## src/ubb_pkg.sv

```systemverilog
package ubb_pkg;
   // ***********************************************
   // clock, register map
   // ***********************************************
   localparam int CLK_HZ = 40_000_000;
   localparam int ADDR_W = 8;
   localparam logic [7:0] A_CTRL = 8'h00;
   localparam logic [7:0] A_FMT = 8'h04;
   localparam logic [7:0] A_BAUD = 8'h08;
   localparam logic [7:0] A_TXD = 8'h0C;
   localparam logic [7:0] A_RXD = 8'h10;
   localparam logic [7:0] A_STAT = 8'h14;
   localparam logic [7:0] A_RADR = 8'h18;
   localparam logic [7:0] A_RDAT = 8'h1C;
   localparam int CTL_RTSCTS = 0;
   localparam int CTL_DTRDSR = 1;
   localparam int CTL_XONXOFF = 2;
   localparam int CTL_RTS = 3;
   localparam int CTL_DTR = 4;
   localparam int CTL_LOCK = 5;
   localparam int CTL_WAKE = 6;
   localparam logic [5:0] CTRL_RST = 6'h00;
   // ***********************************************
   // character format and baud table
   // ***********************************************
   typedef struct packed {
      logic [2:0] parity;
      logic [1:0] stop;
      logic [1:0] bits;
   } ubb_fmt_s;
   localparam logic [2:0] PAR_NONE = 3'h0;
   localparam logic [2:0] PAR_EVEN = 3'h1;
   localparam logic [2:0] PAR_ODD = 3'h2;
   localparam logic [2:0] PAR_MARK = 3'h3;
   localparam logic [2:0] PAR_SPACE = 3'h4;
   localparam logic [1:0] STOP_1 = 2'h0;
   localparam logic [1:0] STOP_15 = 2'h1;
   localparam logic [1:0] STOP_2 = 2'h2;
   localparam logic [1:0] BITS_5 = 2'h0;
   localparam logic [1:0] BITS_7 = 2'h2;
   localparam logic [6:0] FMT_RST = 7'h03;
   localparam int BAUD_N = 29;
   localparam logic [4:0] BAUD_TOP = 5'h1C;
   localparam logic [4:0] BAUD_RST = 5'h08;
   localparam int unsigned BAUD_TAB [0:28] = '{300, 600, 1200, 1800, 2400, 4000, 4800, 7200, 9600, 14400,
      16000, 19200, 28800, 38400, 51200, 56000, 57600, 64000, 76800, 115200, 128000, 153600, 230400, 250000,
      256000, 460800, 500000, 576000, 921600};
   localparam logic [7:0] XON = 8'h11;
   localparam logic [7:0] XOFF = 8'h13;
   // ***********************************************
   // configuration rom layout
   // ***********************************************
   localparam int ROM_DEPTH = 16;
   localparam logic [3:0] R_ATTR = 4'h4;
   localparam logic [3:0] R_MAXP = 4'h5;
   localparam logic [3:0] R_SERLEN = 4'h8;
   localparam logic [3:0] R_PRODLEN = 4'h9;
   localparam logic [7:0] ATTR_DEF = 8'h80;
   localparam logic [7:0] MAXP_DEF = 8'h32;
   localparam logic [7:0] SER_MAX = 8'h3F;
   localparam logic [7:0] PROD_MAX = 8'h7E;
   localparam logic [7:0] OTP_SERLEN = 8'h08;
   typedef enum logic [1:0] {SU_UNCONF = 2'b00, SU_ACTIVE = 2'b01, SU_SUSP = 2'b10} ubb_susp_e;
   typedef enum logic [2:0] {
      SR_IDLE = 3'b000, SR_START = 3'b001, SR_DATA = 3'b010, SR_PAR = 3'b011, SR_STOP = 3'b100
   } ubb_ser_e;
endpackage

```

## src/ubb_bridge.sv

```systemverilog
// The register addresses and strobed register access were decided locally.
`timescale 1ns/1ps
// Overview of operation
// - usb suspend signalling detected: enter suspend, assert both indicators
// - after device reset indicators stay asserted until host configures the device
// - leave suspend on resume seen or sent, usb bus reset, or device reset
// - leaving suspend on resume or usb bus reset deasserts both indicators
// - while held in reset both indicators are released, not driven
// - while driven, the indicator pair shows opposite levels of one state
// - controller carries all usb/uart data and host uart control commands
// - flow control by rts/cts, dtr/dsr and x-on/x-off characters
// - host configuration requests set the character format and baud rate
// - 5 to 8 data bits; 1, 1.5 or 2 stops, 1.5 only with 5 bits
// - parity none, even, odd, mark or space
// - baud generator gives the listed rates from 300 to 921600
// - 921600 baud only with 7 or 8 data bits
// - unprogrammed rom locations report built-in default descriptor values
// - host writes the configuration rom over usb; device accepts the writes
// - one-time variant: each location written once, later writes change nothing
// - rewritable variant: lock bit blocks any further descriptor change
// - serial string at most 63, product string at most 126 characters
module ubb_bridge import ubb_pkg::*; #(
   parameter bit OTP = 1'b0,
   parameter logic [15:0] VID_DEF = 16'h1234,  // arbitrary value
   parameter logic [15:0] PID_DEF = 16'h5678,  // arbitrary value
   parameter logic [15:0] REL_DEF = 16'h0200,  // arbitrary value
   parameter logic [47:0] SER_DEF = 48'h313233343536  // arbitrary value
) (
   input wire logic clk_sys,
   input wire logic rst,
   input wire logic [ADDR_W-1:0] reg_addr,
   input wire logic [31:0] reg_wdata,
   input wire logic reg_wr,
   input wire logic reg_rd,
   output logic [31:0] reg_rdata,
   input wire logic usb_suspend_det,
   input wire logic usb_resume_det,
   input wire logic usb_bus_reset,
   input wire logic usb_configured,
   input wire logic bus_power_sense,
   input wire logic rxd,
   input wire logic cts_n,
   input wire logic dsr_n,
   input wire logic dcd_n,
   input wire logic ri_n,
   output logic txd,
   output logic rts_n,
   output logic dtr_n,
   output logic suspend,
   output logic suspend_n,
   output logic suspend_oe_n
);
   // ***********************************************
   // helpers
   // ***********************************************
   function automatic logic [19:0] baud_div(input logic [4:0] i);
      baud_div = 20'(CLK_HZ / BAUD_TAB[0]);
      for (int k = 0; k < BAUD_N; k++) begin
         if (i == 5'(k)) begin
            baud_div = 20'((CLK_HZ + BAUD_TAB[k] / 2) / BAUD_TAB[k]);
         end
      end
   endfunction
   function automatic logic par_bit(input logic [7:0] d, input ubb_fmt_s f);
      logic [7:0] m;
      m = d & (8'hFF >> (2'h3 - f.bits));
      unique case (f.parity)
         PAR_EVEN: par_bit = ^m;
         PAR_ODD: par_bit = ~^m;
         PAR_MARK: par_bit = 1'b1;
         default: par_bit = 1'b0;
      endcase
   endfunction
   function automatic logic fmt_ok(input ubb_fmt_s f, input logic [4:0] b);
      fmt_ok = (f.stop != 2'h3) && (f.parity <= PAR_SPACE) && (b <= BAUD_TOP)
         && !(f.stop == STOP_15 && f.bits != BITS_5) && !(b == BAUD_TOP && f.bits < BITS_7);
   endfunction
   // ***********************************************
   // register bus
   // ***********************************************
   logic [5:0] ctrl;
   ubb_fmt_s fmt;
   logic [4:0] baud;
   logic [19:0] div;
   logic cfg_err;
   logic [7:0] tx_hold;
   logic tx_hold_v;
   logic [7:0] rx_hold;
   logic rx_hold_v;
   logic rx_perr;
   logic rx_done;
   logic [7:0] rx_shift;
   logic xoff_seen;
   logic [3:0] rom_idx;
   logic [7:0] rom [ROM_DEPTH];
   logic [ROM_DEPTH-1:0] prog;
   logic rom_req;
   logic rom_we;
   logic rom_rej;
   logic [7:0] rom_rd;
   ubb_susp_e sstate;
   ubb_ser_e tstate;
   ubb_ser_e rstate;
   logic wr_ctrl;
   logic wake;
   assign wr_ctrl = reg_wr && reg_addr == A_CTRL;
   assign wake = wr_ctrl && reg_wdata[CTL_WAKE];
   always_ff @(posedge clk_sys) begin
      if (rst) begin
         ctrl <= CTRL_RST;
         fmt <= FMT_RST;
         baud <= BAUD_RST;
         cfg_err <= 1'b0;
      end else begin
         if (wr_ctrl) begin
            ctrl <= reg_wdata[5:0] | {ctrl[CTL_LOCK], 5'h00};
         end
         if (reg_wr && reg_addr == A_FMT) begin
            if (fmt_ok(reg_wdata[6:0], baud)) begin
               fmt <= reg_wdata[6:0];
            end else begin
               cfg_err <= 1'b1;
            end
         end else if (reg_wr && reg_addr == A_BAUD) begin
            if (fmt_ok(fmt, reg_wdata[4:0])) begin
               baud <= reg_wdata[4:0];
            end else begin
               cfg_err <= 1'b1;
            end
         end else if (reg_rd && reg_addr == A_STAT) begin
            cfg_err <= 1'b0;
         end
      end
   end
   always_ff @(posedge clk_sys) begin
      if (rst) begin
         div <= baud_div(BAUD_RST);
      end else begin
         div <= baud_div(baud);
      end
   end
   always_ff @(posedge clk_sys) begin
      if (rst) begin
         reg_rdata <= 32'h0000_0000;
      end else if (reg_rd) begin
         unique case (reg_addr)
            A_CTRL: reg_rdata <= {26'h0, ctrl};
            A_FMT: reg_rdata <= {25'h0, fmt};
            A_BAUD: reg_rdata <= {27'h0, baud};
            A_RXD: reg_rdata <= {24'h0, rx_hold};
            A_STAT: reg_rdata <= {19'h0, sstate, bus_power_sense, ri_n, dcd_n, dsr_n, cts_n, xoff_seen,
               rx_perr, cfg_err, rx_hold_v, tx_hold_v, tstate != SR_IDLE};
            A_RADR: reg_rdata <= {28'h0, rom_idx};
            A_RDAT: reg_rdata <= {23'h0, prog[rom_idx], rom_rd};
            default: reg_rdata <= 32'h0000_0000;
         endcase
      end else begin
         reg_rdata <= 32'h0000_0000;
      end
   end
   // ***********************************************
   // suspend indication
   // ***********************************************
   logic rel;
   always_ff @(posedge clk_sys) begin
      if (rst) begin
         sstate <= SU_UNCONF;
      end else begin
         unique case (sstate)
            SU_UNCONF: if (usb_configured) begin
               sstate <= SU_ACTIVE;
            end
            SU_ACTIVE: if (usb_suspend_det && !usb_bus_reset && !usb_resume_det) begin
               sstate <= SU_SUSP;
            end
            SU_SUSP: if (usb_resume_det || usb_bus_reset || wake) begin
               sstate <= SU_ACTIVE;
            end
            default: sstate <= SU_UNCONF;
         endcase
      end
   end
   always_ff @(posedge clk_sys) begin
      rel <= rst;
   end
   assign suspend_oe_n = rel;
   assign suspend = rel || sstate != SU_ACTIVE;
   assign suspend_n = rel || sstate == SU_ACTIVE;
   // ***********************************************
   // transmitter
   // ***********************************************
   logic [19:0] tcnt;
   logic [19:0] tlim;
   logic [2:0] tbit;
   logic [7:0] tsh;
   logic tx_go;
   // cts high holds the line idle
   assign tx_go = tx_hold_v && !(ctrl[CTL_RTSCTS] && cts_n) && !(ctrl[CTL_DTRDSR] && dsr_n)
      && !(ctrl[CTL_XONXOFF] && xoff_seen);
   // 1.5 stop is three half bits, so the stop limit adds half of div to div
   assign tlim = (tstate != SR_STOP) ? div : (fmt.stop == STOP_15) ? div + (div >> 1) :
      (fmt.stop == STOP_2) ? {div[18:0], 1'b0} : div;
   always_ff @(posedge clk_sys) begin
      if (rst) begin
         tx_hold <= 8'h00;
         tx_hold_v <= 1'b0;
      end else if (reg_wr && reg_addr == A_TXD && !tx_hold_v) begin
         tx_hold <= reg_wdata[7:0];
         tx_hold_v <= 1'b1;
      end else if (tstate == SR_IDLE && tx_go) begin
         tx_hold_v <= 1'b0;
      end
   end
   always_ff @(posedge clk_sys) begin
      if (rst) begin
         tstate <= SR_IDLE;
         tcnt <= 20'h0;
         tbit <= 3'h0;
         tsh <= 8'h00;
         txd <= 1'b1;
      end else if (tstate == SR_IDLE) begin
         tcnt <= 20'h0;
         tbit <= 3'h0;
         txd <= 1'b1;
         if (tx_go) begin
            tsh <= tx_hold;
            tstate <= SR_START;
            txd <= 1'b0;
         end
      end else if (tcnt < tlim - 20'h1) begin
         tcnt <= tcnt + 20'h1;
      end else begin
         tcnt <= 20'h0;
         unique case (tstate)
            SR_START: begin
               tstate <= SR_DATA;
               txd <= tsh[0];
            end
            SR_DATA: if (tbit == {1'b1, fmt.bits}) begin
               tstate <= (fmt.parity == PAR_NONE) ? SR_STOP : SR_PAR;
               txd <= (fmt.parity == PAR_NONE) ? 1'b1 : par_bit(tsh, fmt);
            end else begin
               tbit <= tbit + 3'h1;
               txd <= tsh[3'(tbit + 3'h1)];
            end
            SR_PAR: begin
               tstate <= SR_STOP;
               txd <= 1'b1;
            end
            default: tstate <= SR_IDLE;
         endcase
      end
   end
   // ***********************************************
   // receiver
   // ***********************************************
   logic [19:0] rcnt;
   logic [2:0] rbit;
   logic rpe;
   always_ff @(posedge clk_sys) begin
      if (rst) begin
         rstate <= SR_IDLE;
         rcnt <= 20'h0;
         rbit <= 3'h0;
         rx_shift <= 8'h00;
         rpe <= 1'b0;
         rx_done <= 1'b0;
      end else begin
         rx_done <= 1'b0;
         if (rstate == SR_IDLE) begin
            rcnt <= 20'h0;
            rbit <= 3'h0;
            rpe <= 1'b0;
            rstate <= rxd ? SR_IDLE : SR_START;
         end else if (rcnt < ((rstate == SR_START) ? (div >> 1) : div) - 20'h1) begin
            rcnt <= rcnt + 20'h1;
         end else begin
            rcnt <= 20'h0;
            unique case (rstate)
               SR_START: begin
                  rstate <= rxd ? SR_IDLE : SR_DATA;
                  rx_shift <= 8'h00;
               end
               SR_DATA: begin
                  rx_shift[rbit] <= rxd;
                  rbit <= rbit + 3'h1;
                  if (rbit == {1'b1, fmt.bits}) begin
                     rstate <= (fmt.parity == PAR_NONE) ? SR_STOP : SR_PAR;
                  end
               end
               SR_PAR: begin
                  rpe <= rxd != par_bit(rx_shift, fmt);
                  rstate <= SR_STOP;
               end
               default: begin
                  rstate <= SR_IDLE;
                  rx_done <= 1'b1;
               end
            endcase
         end
      end
   end
   // set wins over the clearing read
   always_ff @(posedge clk_sys) begin
      if (rst) begin
         rx_hold <= 8'h00;
         rx_hold_v <= 1'b0;
         rx_perr <= 1'b0;
         xoff_seen <= 1'b0;
      end else begin
         if (rx_done) begin
            rx_hold <= rx_shift;
            rx_hold_v <= 1'b1;
            rx_perr <= rpe;
         end else if (reg_rd && reg_addr == A_RXD) begin
            rx_hold_v <= 1'b0;
            rx_perr <= 1'b0;
         end
         if (rx_done && ctrl[CTL_XONXOFF] && rx_shift == XOFF) begin
            xoff_seen <= 1'b1;
         end else if ((rx_done && rx_shift == XON) || !ctrl[CTL_XONXOFF]) begin
            xoff_seen <= 1'b0;
         end
      end
   end
   // rts tracks room, dtr from host
   always_ff @(posedge clk_sys) begin
      if (rst) begin
         rts_n <= 1'b1;
         dtr_n <= 1'b1;
      end else begin
         rts_n <= ctrl[CTL_RTSCTS] ? rx_hold_v : !ctrl[CTL_RTS];
         dtr_n <= !ctrl[CTL_DTR];
      end
   end
   // ***********************************************
   // configuration rom
   // ***********************************************
   // host write path
   assign rom_req = reg_wr && reg_addr == A_RDAT;
   assign rom_rej = (OTP ? prog[rom_idx] : ctrl[CTL_LOCK])
      || (rom_idx == R_SERLEN && reg_wdata[7:0] > SER_MAX) || (rom_idx == R_PRODLEN && reg_wdata[7:0] > PROD_MAX);
   assign rom_we = rom_req && !rom_rej;
   always_ff @(posedge clk_sys) begin
      if (rst) begin
         rom_idx <= 4'h0;
      end else if (reg_wr && reg_addr == A_RADR) begin
         rom_idx <= reg_wdata[3:0];
      end
   end
   always_ff @(posedge clk_sys) begin
      if (rst) begin
         prog <= '0;
      end else if (rom_we) begin
         prog[rom_idx] <= 1'b1;
      end
   end
   always_ff @(posedge clk_sys) begin
      if (rom_we) begin
         rom[rom_idx] <= reg_wdata[7:0];
      end
   end
   always_comb begin
      unique case (rom_idx)
         4'h0: rom_rd = VID_DEF[7:0];
         4'h1: rom_rd = VID_DEF[15:8];
         4'h2: rom_rd = PID_DEF[7:0];
         4'h3: rom_rd = PID_DEF[15:8];
         R_ATTR: rom_rd = ATTR_DEF;
         R_MAXP: rom_rd = MAXP_DEF;
         4'h6: rom_rd = REL_DEF[7:0];
         4'h7: rom_rd = REL_DEF[15:8];
         R_SERLEN: rom_rd = OTP ? OTP_SERLEN : 8'h06;
         R_PRODLEN: rom_rd = 8'h00;
         default: rom_rd = SER_DEF[8*(4'hF - rom_idx) +: 8];
      endcase
      if (prog[rom_idx]) begin
         rom_rd = rom[rom_idx];
      end
   end
endmodule

```

## config.mk

```make
export PLATFORM = sky130hd
export DESIGN_NAME = ubb_bridge
export DESIGN_NICKNAME = d
export VERILOG_FILES = /design/src/ubb_pkg.sv /design/src/ubb_bridge.sv
export SDC_FILE = /design/constraint.sdc
export NUM_CORES = 1
export LEC_CHECK = 0
export BUFFER_PORTS_ARGS = -buffer_cell sky130_fd_sc_hd__buf_2
export CAP_MARGIN = 5
export CORE_ASPECT_RATIO = 0.5
export CORE_MARGIN = 4
export CORE_UTILIZATION = 50
export CTS_CLUSTER_DIAMETER = 30
export DETAILED_ROUTE_END_ITERATION = 12
export PLACE_DENSITY = 0.75
export SLEW_MARGIN = 15
export SYNTH_ARGS = -nofsm -noshare
export SYNTH_HDL_FRONTEND = slang
export SYNTH_SLANG_ARGS = --single-unit
```

## constraint.sdc

```tcl
create_clock -name clk_sys -period 13.15 [get_ports clk_sys]
set_input_delay 0.6575 -clock clk_sys [delete_from_list [all_inputs] [get_ports clk_sys]]
set_output_delay 0.6575 -clock clk_sys [all_outputs]
set_load 0.01 [all_outputs]
```

==> run summary <==
status -> complete, no violations
CTS tree -> yes
half-perimeter wire length after placement -> 25.9 mm
routability cong. -> 0.882
TritonRoute pass-1 iters -> 6
RSZ-0062 raised after global routing -> no
number of flops mapped to enable cells by yosys -> 128
CTS buffer count -> 39
clock tree buffer depth -> 3
drt total wl -> 39.1 mm
Syn-to-layout area delta -> 11.2%
Die ar. -> 35,900 um^2
crit path cell chain -> or3b_1 > a21oi_1 > ha_1 > or4b_1 > nor2_1 > o2111ai_1 > or3_1 > xor2_1 > nand2_1 > o21ai_0 > ha_1 > nand4_1 > nor2_1 > o211ai_1 > o221ai_1 > nand4_1 > a32o_1 > or3_1 > o31ai_1
Final Cycle Share -> 44.2%
initial antenna violation count -> 1
Min-Delay Startpoint -> bus_power_sense
# port buffers -> 48
Starting Density -> 51.3%
FFs w/ async S/R, synth -> 0%
number of gates resized after cts -> 0
CP Capture Type -> flip-flop
PD cells -> 120 nW/um^2
Post-Syn Area -> 16,400 um^2
largest net degree at the start of global routing -> 62
Seq/Total Area, Yosys -> 44.2%
CP peak stage delay -> 0.63 ns
CP startpoint -> rstate[0]
number of global-route vias before repair -> 11,700
Peak VDD IR -> 137 uV
CP max stage cell -> or3b_1
Vias -> 12,500
critical path arrival -> 6.26 ns
TNS Setup -> 0 ns
most frequent cells in the layout -> 183 x nor2_1, 169 x dfxtp_1, 128 x edfxtp_1
Tmin final -> 5.81 ns
global-route wire length before repair -> 62.7 mm
Clock Latency Late Sink -> 0.55 ns
Worst EP required -> 13.60 ns
Filler cells -> 2,701
Mapped Cells -> 1,623
Num Clock Sinks -> 298
yosys synthesis warning count -> 0
GRT overflow -> 0
Clock Skew -> 0.0235 ns
Max Cap Viol -> 0
Avg Cell Area, Syn -> 10.1 um^2
DRC violations left -> 0
Reg-to-Reg Start -> rstate[0]
Die X -> 264 um
flops & latches, synth -> 298
fin. max-slew vios -> 0
Post CTS Setup Buffer Count -> 0
die height -> 136 um
setup violators final -> 0
Fin. Hold Viols -> 0
Rows -> 46
layout cell share with drive strength beyond 1 -> 12.4%
Worst Path Max Fanout -> 27
type of the worst min-delay path -> in -> reg
critical path type -> reg -> reg
Leak -> 0.00652 uW
crit path launch type -> flip-flop
Top Ports -> 92
Clock transition at path regs -> 0.06 ns
Slew HR -> 18.4%
Final nets -> 1,746
Most used DFF post-synth -> dfxtp_1
worst path buffer plus inverter count -> 0
hold_buf cts -> 0
FMAX -> 172 MHz
Unique masters post-synth -> 93
wire length per cell -> 18.7 um
vias per inst -> 6.01
Worst path top cell family by delay -> simple AND/OR/NAND/NOR gates
Root Driver -> clkbuf_16
commonest non-fill, non-tap cell in the layout -> nor2_1
H-tree levels -> 2
DRT antenna net count -> 0
Iter 0 DRT Violations -> 1,376
Core ar. -> 32,000 um^2
GRT Total Usage -> 21.5%
Slew @ Worst Pin -> 1.22 ns
Tot Pwr -> 2190 uW
power breakdown:
group	switching, uW	internal (uW)	total [uW]
registers	2.73	965	968
clock network	442	718	1160
logic	44.0	18.5	62.5
total	488	1700	2190
cells by family after synthesis:
family | after synthesis | synth area share [%]
AOI/OAI and AO/OA | 376 | 15.5
xor gates and xnor gates | 90 | 4.89
adders and majority gates | 71 | 5.45
buffers and inverters | 156 | 4.28
DFF | 298 | 44.2
muxes | 100 | 9.72
other | 1 | 0.0229
and+or+nand+nor | 531 | 15.9
flip-flops by register name, indices dropped and copies added (netlist names), 2 cells and up, named ones only:
register   count
rom          128
rcnt          20
tcnt          20
div           18
prog          16
reg_rdata     13
rx_hold        8
rx_shift       8
tsh            8
tx_hold        8
fmt            7
ctrl           6
baud           5
rom_idx        4
rbit           3
rstate         3
tbit           3
tstate         3
sstate         2
layout make-up:
type	count	area [um^2]	share of cell area (%)
diodes	1	2.50	0.0137
clock buffers	43	1020	5.60
clock inverters	29	417	2.28
inverters	38	143	0.782
multi-input cells	1187	8560	46.9
flip-flops and latches	298	7250	39.7
well taps	432	541	2.96
repair buffers	58	315	1.73
worst paths after layout:
| check | endpoint | cells after the start | slack (ns) |
|---|---|---|---|
| worst max register to register | rx_shift[4] | 19 | 7.34 |
| worst max-delay path | rx_shift[4] | 19 | 7.34 |
| worst min-delay path | reg_rdata[10] | 2 | 0.32 |
| worst min register to register | dtr_n | 1 | 0.44 |
cell usage after synthesis, types with 5 or more instances:
cell type  count  area (um^2)
a22oi_1       14          105
o21a_1        22          165
a21boi_0       8         60.1
nor3_1        35          175
o211ai_1      17          128
a222oi_1       6         60.1
a21o_1        20          150
or4_1          7         52.6
nand2_1      111          417
inv_1         36          135
mux4_2        47         1060
dfxtp_1      170         3400
clkbuf_1      67          251
buf_2         15         75.1
xnor2_1       49          429
nor2_1       184          691
o22ai_1       11         68.8
nand2b_1      20          125
o31ai_1       11         82.6
and2_1         9         56.3
mux2i_1       49          490
o21ai_0       75          375
nor2b_1       21          131
nand4_1       19          119
and3_1        18          113
a31oi_1       25          156
xor2_1        40          350
nor3b_1        5         37.5
buf_1         12         45.0
nand3_1       45          225
ha_1          69          863
a211oi_1      12         90.1
or3_1         16          100
nor4_1        10         62.6
o311ai_0      10         87.6
a21oi_1       80          400
edfxtp_1     128         3840
buf_4         22          165
and4_1         5         43.8
o221ai_1       8         70.1
per-layer routing:
metal,part of all wire (%),vias up,global-route usage [%]
met2,47,454,36.3
met4,2.9,0,6.71
met5,0,-,0
li1,-,6030,-
met3,6.2,87,3.33
met1,44,5974,28.8
metrics by stage:
stage | setup slack [ns] | utilization [%] | std cells | hold WS [ns] | area, um^2
after floorplan | 8.12 | - | 1641 | 0.372 | 16500
after global placement | 7.53 | 52.5 | 2013 | 0.431 | 16800
after detailed placement | 7.46 | 52.5 | 2013 | 0.429 | 16800
after CTS | 7.43 | 57.0 | 2085 | 0.303 | 18200
after global routing | 6.90 | 57.0 | 2086 | 0.325 | 18200
final | 7.34 | 57.0 | 2086 | 0.323 | 18200
Note: power is estimated with default switching activity, not from simulation.
